`src/pkg/jtc_pkg.sv`:
```
// package for the test access port controller: codes, widths, fixed values, tap states
package jtc_pkg;

	// ----------------------------------------------------------------
	// chain widths
	// ----------------------------------------------------------------
	localparam int IR_W  = 4;
	localparam int DR_W  = 32;
	localparam int BSC_W = 8;

	// ----------------------------------------------------------------
	// instruction codes and fixed values
	// ----------------------------------------------------------------
	localparam logic [IR_W-1:0] IR_EXTEST  = 4'h0;
	localparam logic [IR_W-1:0] IR_INTEST  = 4'h1;
	localparam logic [IR_W-1:0] IR_SAMPLE  = 4'h2;
	localparam logic [IR_W-1:0] IR_CORE_AB = 4'h8;
	localparam logic [IR_W-1:0] IR_CORE_DP = 4'ha;
	localparam logic [IR_W-1:0] IR_CORE_AP = 4'hb;
	localparam logic [IR_W-1:0] IR_IDCODE  = 4'he;
	localparam logic [IR_W-1:0] IR_CAPTURE = 4'h1;         // pattern loaded in capture-ir
	localparam logic [DR_W-1:0] ID_VALUE   = 32'h1234_5671; // arbitrary value, lsb must be 1
	localparam logic [2:0]      TMS_RESET_RUN = 3'h5;       // highs that always reach reset

	// ----------------------------------------------------------------
	// tap states
	// ----------------------------------------------------------------
	typedef enum logic [3:0] {
		TS_RESET  = 4'h0,
		TS_IDLE   = 4'h1,
		TS_SEL_DR = 4'h2,
		TS_CAP_DR = 4'h3,
		TS_SH_DR  = 4'h4,
		TS_EX1_DR = 4'h5,
		TS_PA_DR  = 4'h6,
		TS_EX2_DR = 4'h7,
		TS_UP_DR  = 4'h8,
		TS_SEL_IR = 4'h9,
		TS_CAP_IR = 4'ha,
		TS_SH_IR  = 4'hb,
		TS_EX1_IR = 4'hc,
		TS_PA_IR  = 4'hd,
		TS_EX2_IR = 4'he,
		TS_UP_IR  = 4'hf
	} jtc_state_t;

	// data chain picked by the active instruction
	typedef enum logic [2:0] {
		CH_EXT  = 3'h0,
		CH_INT  = 3'h1,
		CH_SAMP = 3'h2,
		CH_ID   = 3'h3,
		CH_CORE = 3'h4,
		CH_BYP  = 3'h5
	} jtc_chain_t;

endpackage

```
`src/jtc_tap.sv`:
```
// test access port controller: tap state machine, instruction and data chains
`timescale 1ns/100ps
`default_nettype none

module jtc_tap (
	// clock, power-on reset, enable
	input  wire logic                    i_clk,
	input  wire logic                    i_rst_b,
	input  wire logic                    i_ce,
	// test port pins
	input  wire logic                    i_trst_b,
	input  wire logic                    i_tck,
	input  wire logic                    i_tms,
	input  wire logic                    i_tdi,
	output logic                         o_tdo,
	output logic                         o_tdo_oe_b,
	// core debug tap, boundary data, active instruction and its decode flags
	input  wire logic                    i_core_tdo,
	input  wire logic [jtc_pkg::BSC_W-1:0] i_bsc_pins,
	output logic [jtc_pkg::BSC_W-1:0]    o_bsc_upd,
	output logic [jtc_pkg::IR_W-1:0]     o_ir,
	output logic                         o_core_sel,
	output logic                         o_extest,
	output logic                         o_intest
);

	// ----------------------------------------------------------------
	// state
	// ----------------------------------------------------------------
	typedef struct packed {
		logic                         tck_s1, tck_s2, tck_d;
		logic                         tms_s1, tms_s2;
		logic                         tdi_s1, tdi_s2;
		logic                         trst_s1, trst_s2;
		logic                         ctdo_s1, ctdo_s2;
		jtc_pkg::jtc_state_t          state;
		logic [jtc_pkg::IR_W-1:0]     ir_sh;
		logic [jtc_pkg::IR_W-1:0]     ir;
		logic [jtc_pkg::DR_W-1:0]     dr_sh;
		logic [jtc_pkg::BSC_W-1:0]    bsc_upd;
		logic                         tdo;
		logic                         tdo_oe_b;
		logic                         core, ext, intst;
		logic [2:0]                   tms_run;
	} jtc_st_t;

	// tck syncs start at the pull-up level, so leaving reset shows no false tck edge
	localparam jtc_st_t ST_RST = '{state: jtc_pkg::TS_RESET, ir: jtc_pkg::IR_IDCODE,
		tck_s1: 1'b1, tck_s2: 1'b1, tck_d: 1'b1, tdo_oe_b: 1'b1, default: '0};

	jtc_st_t q;
	jtc_st_t d;
	logic    rise;
	logic    fall;
	jtc_pkg::jtc_chain_t chain;

	// instruction decode; anything unlisted falls to bypass
	function automatic jtc_pkg::jtc_chain_t decode(input logic [jtc_pkg::IR_W-1:0] ir);
		case (ir)
			jtc_pkg::IR_EXTEST:  decode = jtc_pkg::CH_EXT;
			jtc_pkg::IR_INTEST:  decode = jtc_pkg::CH_INT;
			jtc_pkg::IR_SAMPLE:  decode = jtc_pkg::CH_SAMP;
			jtc_pkg::IR_IDCODE:  decode = jtc_pkg::CH_ID;
			jtc_pkg::IR_CORE_AB,
			jtc_pkg::IR_CORE_DP,
			jtc_pkg::IR_CORE_AP: decode = jtc_pkg::CH_CORE;
			default:             decode = jtc_pkg::CH_BYP;
		endcase
	endfunction

	// standard sixteen-state graph
	function automatic jtc_pkg::jtc_state_t next_state(input jtc_pkg::jtc_state_t s, input logic tms);
		case (s)
			jtc_pkg::TS_RESET:  next_state = tms ? jtc_pkg::TS_RESET  : jtc_pkg::TS_IDLE;
			jtc_pkg::TS_IDLE:   next_state = tms ? jtc_pkg::TS_SEL_DR : jtc_pkg::TS_IDLE;
			jtc_pkg::TS_SEL_DR: next_state = tms ? jtc_pkg::TS_SEL_IR : jtc_pkg::TS_CAP_DR;
			jtc_pkg::TS_CAP_DR: next_state = tms ? jtc_pkg::TS_EX1_DR : jtc_pkg::TS_SH_DR;
			jtc_pkg::TS_SH_DR:  next_state = tms ? jtc_pkg::TS_EX1_DR : jtc_pkg::TS_SH_DR;
			jtc_pkg::TS_EX1_DR: next_state = tms ? jtc_pkg::TS_UP_DR  : jtc_pkg::TS_PA_DR;
			jtc_pkg::TS_PA_DR:  next_state = tms ? jtc_pkg::TS_EX2_DR : jtc_pkg::TS_PA_DR;
			jtc_pkg::TS_EX2_DR: next_state = tms ? jtc_pkg::TS_UP_DR  : jtc_pkg::TS_SH_DR;
			jtc_pkg::TS_UP_DR:  next_state = tms ? jtc_pkg::TS_SEL_DR : jtc_pkg::TS_IDLE;
			jtc_pkg::TS_SEL_IR: next_state = tms ? jtc_pkg::TS_RESET  : jtc_pkg::TS_CAP_IR;
			jtc_pkg::TS_CAP_IR: next_state = tms ? jtc_pkg::TS_EX1_IR : jtc_pkg::TS_SH_IR;
			jtc_pkg::TS_SH_IR:  next_state = tms ? jtc_pkg::TS_EX1_IR : jtc_pkg::TS_SH_IR;
			jtc_pkg::TS_EX1_IR: next_state = tms ? jtc_pkg::TS_UP_IR  : jtc_pkg::TS_PA_IR;
			jtc_pkg::TS_PA_IR:  next_state = tms ? jtc_pkg::TS_EX2_IR : jtc_pkg::TS_PA_IR;
			jtc_pkg::TS_EX2_IR: next_state = tms ? jtc_pkg::TS_UP_IR  : jtc_pkg::TS_SH_IR;
			jtc_pkg::TS_UP_IR:  next_state = tms ? jtc_pkg::TS_SEL_DR : jtc_pkg::TS_IDLE;
			default:            next_state = jtc_pkg::TS_RESET;
		endcase
	endfunction

	// ----------------------------------------------------------------
	// next-state logic
	// ----------------------------------------------------------------
	// edges come from the sampled clock; tms and tdi share its sync depth so they line up
	always_comb begin
		d         = q;
		d.tck_s1  = i_tck;
		d.tck_s2  = q.tck_s1;
		d.tck_d   = q.tck_s2;
		d.tms_s1  = i_tms;
		d.tms_s2  = q.tms_s1;
		d.tdi_s1  = i_tdi;
		d.tdi_s2  = q.tdi_s1;
		d.trst_s1 = i_trst_b;
		d.trst_s2 = q.trst_s1;
		d.ctdo_s1 = i_core_tdo;
		d.ctdo_s2 = q.ctdo_s1;
		rise      = q.tck_s2 & ~q.tck_d;
		fall      = ~q.tck_s2 & q.tck_d;
		chain     = decode(q.ir);

		// consecutive tms-high count, only read by the checks below
		if (rise) begin
			d.tms_run = !q.tms_s2 ? 3'h0 : (q.tms_run == 3'h7) ? q.tms_run : q.tms_run + 3'h1;
		end

		if (!q.trst_s2) begin
			d.state = jtc_pkg::TS_RESET;
		end else if (rise) begin
			d.state = next_state(q.state, q.tms_s2);
			// strobes act on the edge that leaves the capture/shift/update state
			case (q.state)
				jtc_pkg::TS_CAP_IR: d.ir_sh = jtc_pkg::IR_CAPTURE;
				jtc_pkg::TS_SH_IR:  d.ir_sh = {q.tdi_s2, q.ir_sh[jtc_pkg::IR_W-1:1]};
				jtc_pkg::TS_UP_IR:  d.ir = q.ir_sh;
				jtc_pkg::TS_CAP_DR: begin
					case (chain)
						jtc_pkg::CH_ID:   d.dr_sh = jtc_pkg::ID_VALUE;
						jtc_pkg::CH_SAMP: d.dr_sh = {{(jtc_pkg::DR_W-jtc_pkg::BSC_W){1'b0}}, i_bsc_pins};
						jtc_pkg::CH_BYP:  d.dr_sh = '0;
						default:          d.dr_sh = q.dr_sh;
					endcase
				end
				jtc_pkg::TS_SH_DR: begin
					case (chain)
						jtc_pkg::CH_ID:   d.dr_sh = {q.tdi_s2, q.dr_sh[jtc_pkg::DR_W-1:1]};
						jtc_pkg::CH_SAMP: d.dr_sh = {{(jtc_pkg::DR_W-jtc_pkg::BSC_W){1'b0}}, q.tdi_s2,
							q.dr_sh[jtc_pkg::BSC_W-1:1]};
						jtc_pkg::CH_BYP:  d.dr_sh = {{(jtc_pkg::DR_W-1){1'b0}}, q.tdi_s2};
						default:          d.dr_sh = q.dr_sh;
					endcase
				end
				jtc_pkg::TS_UP_DR: begin
					if (chain == jtc_pkg::CH_SAMP) begin
						d.bsc_upd = q.dr_sh[jtc_pkg::BSC_W-1:0];
					end
				end
				default: begin
				end
			endcase
		end

		// any way into reset leaves the id instruction active
		if (d.state == jtc_pkg::TS_RESET) begin
			d.ir = jtc_pkg::IR_IDCODE;
		end

		// serial output moves on falling edges so a following device sees a stable bit
		if (!q.trst_s2) begin
			d.tdo_oe_b = 1'b1;
		end else if (fall) begin
			if (q.state == jtc_pkg::TS_SH_IR) begin
				d.tdo      = q.ir_sh[0];
				d.tdo_oe_b = 1'b0;
			end else if (q.state == jtc_pkg::TS_SH_DR && chain != jtc_pkg::CH_EXT
				&& chain != jtc_pkg::CH_INT) begin
				d.tdo      = (chain == jtc_pkg::CH_CORE) ? q.ctdo_s2 : q.dr_sh[0];
				d.tdo_oe_b = 1'b0;
			end else begin
				d.tdo_oe_b = 1'b1;
			end
		end

		// registered decode flags follow the active instruction
		d.core  = (decode(d.ir) == jtc_pkg::CH_CORE);
		d.ext   = (decode(d.ir) == jtc_pkg::CH_EXT);
		d.intst = (decode(d.ir) == jtc_pkg::CH_INT);
	end

	// ----------------------------------------------------------------
	// registers
	// ----------------------------------------------------------------
	// power-on reset forces the reset state; enable low leaves everything held
	always_ff @(posedge i_clk or negedge i_rst_b) begin
		if (!i_rst_b) begin
			q <= ST_RST;
		end else if (i_ce) begin
			q <= d;
		end
	end

	// outputs straight from the state register
	assign o_tdo      = q.tdo;
	assign o_tdo_oe_b = q.tdo_oe_b;
	assign o_bsc_upd  = q.bsc_upd;
	assign o_ir       = q.ir;
	assign o_core_sel = q.core;
	assign o_extest   = q.ext;
	assign o_intest   = q.intst;
endmodule

`default_nettype wire

```
`config.mk`:
```
export PLATFORM = sky130hd
export DESIGN_NAME = jtc_tap
export DESIGN_NICKNAME = d
export VERILOG_FILES = /design/src/pkg/jtc_pkg.sv /design/src/jtc_tap.sv
export SDC_FILE = /design/constraint.sdc
export NUM_CORES = 1
export LEC_CHECK = 0
export BUFFER_PORTS_ARGS = -buffer_cell sky130_fd_sc_hd__buf_2
export CORE_MARGIN = 8
export CORE_UTILIZATION = 35
export CTS_CLUSTER_SIZE = 10
export DETAILED_ROUTE_END_ITERATION = 7
export GPL_ROUTABILITY_DRIVEN = 1
export PLACE_DENSITY = 0.51
export SYNTH_ARGS = -nofsm -noshare
export SYNTH_HDL_FRONTEND = slang
export SYNTH_SLANG_ARGS = --single-unit
```
`constraint.sdc`:
```
create_clock -name i_clk -period 2.55 [get_ports i_clk]
set_clock_uncertainty 0.05 [all_clocks]
set_input_delay 0.51 -clock i_clk [delete_from_list [all_inputs] [get_ports i_clk]]
set_output_delay 0.51 -clock i_clk [all_outputs]
set_load 0.01 [all_outputs]
```
==> results.ini <==
[clock_tree]
clk_latency_ns=0.34
htreeDepth=3
ctsResizeCount=0
root_buffer=clkbuf_8
cts_made_buffers=9
path_clk_slew_ns=0.07
cts_setup_buffers=0
cts_hold_buffers=0
clk_path_buf_depth=2
cts_sinks=68
cts_tree=built

[logic_synthesis]
synth_xor_area_frac=0.002632
synth_area_um2=3328
netlist_top_cells_area=dfrtp_1, o21ai_0, mux2_2, dfstp_2, nand2_1
syn_avg_cell_area_um2=10.40
muxShareOfSynthArea=0.07895
synth_top_area_frac=0.4586
synth_common_cells=dfrtp_1, o21ai_0, nand2_1, mux2_2, a22o_1
synth-seq-cells=68
synth_compound_area_frac=0.2019
synth_top_family_by_area=compound AO/OA/AOI/OAI gates
async_flop_share=1.000
syn_inst=320
yosysWarnings=0
yosysTopAreaCell=dfrtp_1
yosys.area_share.simple=0.1365
ys_types=49
yosysMostFrequentCell=dfrtp_1
synthAdderAreaFrac=0
synth_nets=336
synth_ff_type=dfrtp_1
yosysSeqAreaShare=0.5139
synth_edf_count=0

[routing]
vias=2384
ant_nets=0
first_pass_iters=4
drt_iter0_drc=114
drc=0
wirelength_um=7204
wl_per_cell_um=15.30
vias_per_cell=5.062

[sta]
worst_pin_slew_ns=0.5630
rsz0062_at_grt=no
period_needed_ns=2.258
setup_violations=0
hold_viol=0
setup_tns_ns=0
slew_violations=0
period_share=0.8854
fmax_ghz=0.4429
relSlewSlack=0.6218
whs_ns=0.1282

[global_route]
grt_max_degree=69
antenna_found_initial=0
met2_usage=0.1767
top_usage_layer=met2
grt_pass1_wl_um=12010
grt-ovfl-total=0
grt_pass1_vias=2380
grt_use_total=0.1164
met3_usage=0.04120
grtUsageMet1=0.1481

[critical_path]
critPathCaptureType=register
worst-r2r-setup-slack_ns=0.29
critPathBufInv=0
r2r_cells=6
crit_fanout=8
critPathLaunchType=register
path_cells=and2b_1 > nand2_1 > nor3_1 > nor3b_1 > a31o_2 > a31o_2
path_common_cell=a31o_2
path_delay_family=simple AND/OR/NAND/NOR gates
arrival_ns=2.44
cp.required_ns=2.73
max_stage_delay_ns=0.56
critPathKind=register to register
r2r_end=o_extest$_DFFE_PN0P_
r2r_start=d[68]$_DFFE_PN1P_
crit_path_top_delay_cell=dfstp_2

[power]
swShare=0.2376
power_frac_seq=0.474
leakage_uw=0.001757
pwr-share-comb=0.081
p_int_uw=1999
irDropWorstVdd_mv=0.3047
pwr-share-clk=0.446
power.density_nw_per_um2=691.2
power_uw=2621
switchingPower_uw=622.7

[final_layout]
drive_above_1_share=0.2632
final_area_um2=3792
n_fill_cell=927
area_growth_pct=13.95
insertedDiodeCount=0
num-nets-final=354
stdcell_count=471

[floorplanning]
num_rows=35
coreArea_um2=9240
die_y_um=113.5
dieWidth_um=113.5
initial_core_util=0.3602
ios=33
fp.dieArea_um2=12890

[hold_path]
hp-class=primary input to asynchronous set/reset pin

[run]
cap_violations=0

[placement]
dpl_cell_area_um2=3532
hpwl_um=4822
port_buffers=32
numPlacedInstances=456
place.gp.congestion=0.8225

[run_status]
status=finished clean

## power groups by stage
stage | sequential, uW | combinational [uW] | clock [uW]
2_1_floorplan | 1220 | 173 | 0
6_report | 1240 | 211 | 1170
5_1_grt | 1260 | 240 | 1260
3_3_place_gp | 1260 | 211 | 0
3_5_place_dp | 1260 | 213 | 0
4_1_cts | 1240 | 215 | 1210
## per-layer routing
metal  share of wire  up-vias
li1                -     1174
met1            0.49     1166
met2            0.46       37
met3           0.037        7
met4           0.012        0
met5               0        -
## sequential cells by signal, indices dropped and copies added (netlist names)
name	count
o_tdo_oe_b	1
o_bsc_upd	8
o_core_sel	1
q	45
o_tdo	1
d	6
o_extest	1
o_intest	1
o_ir	4
## worst max path at each step
stage                             start                       end  slack, ns  cells past startpoint
floorplan             d[68]$_DFFE_PN1P_         q[35]$_DFFE_PN0P_       0.61                      8
global placement      d[68]$_DFFE_PN1P_      o_extest$_DFFE_PN0P_       0.33                      6
detailed placement    d[68]$_DFFE_PN1P_      o_extest$_DFFE_PN0P_       0.36                      6
CTS                 o_ir[0]$_DFFE_PN0P_  o_bsc_upd[0]$_DFFE_PN0P_       0.34                      4
global route          d[68]$_DFFE_PN1P_      o_extest$_DFFE_PN0P_       0.17                      6
finish                d[68]$_DFFE_PN1P_      o_extest$_DFFE_PN0P_       0.29                      6
## area by class of cell
class / instances / area (um2) / area share
multi-input combinational: 211 / 1398 / 0.3685
tap: 129 / 161.4 / 0.04256
inverter: 8 / 30.03 / 0.007918
clock inverter: 6 / 136.4 / 0.03596
clock buffer: 9 / 123.9 / 0.03266
sequential: 68 / 1710 / 0.4510
timing repair buffer: 40 / 232.7 / 0.06137
## through the flow
step	util	setup slack, ns
2_1_floorplan	-	0.6087
3_3_place_gp	0.3823	0.3314
3_5_place_dp	0.3823	0.3564
4_1_cts	0.4104	0.3360
5_1_grt	0.4104	0.1714
6_report	0.4104	0.2923
## placed cells by master (no fill, tap or decap), types with 2 or more instances in the layout
master     instances
dfrtp_1           61
o21ai_0           41
nand2_1           38
buf_2             32
mux2_2            18
a22o_1            15
a21oi_1           12
nor3_1             9
clkbuf_8           9
inv_1              8
nor2_1             8
nand2b_1           7
dfstp_2            7
buf_4              7
mux2i_1            6
nor2b_1            5
a31o_2             5
a22oi_1            4
bufinv_16          4
a211oi_1           3
nand4_1            3
nand3_1            3
a2bb2oi_1          3
and2_1             2
a32oi_1            2
a311oi_1           2
and3_1             2
o2bb2ai_1          2
o41ai_1            2
## cell families (layout without fill, tap and decap cells)
family	count (synthesis)	count (layout)
compound gates	100	100
buf+inv	41	63
xor+xnor	1	1
mux	24	24
simple gates	86	86
flops	68	68
No activity file was read; power rests on OpenSTA's default activity.
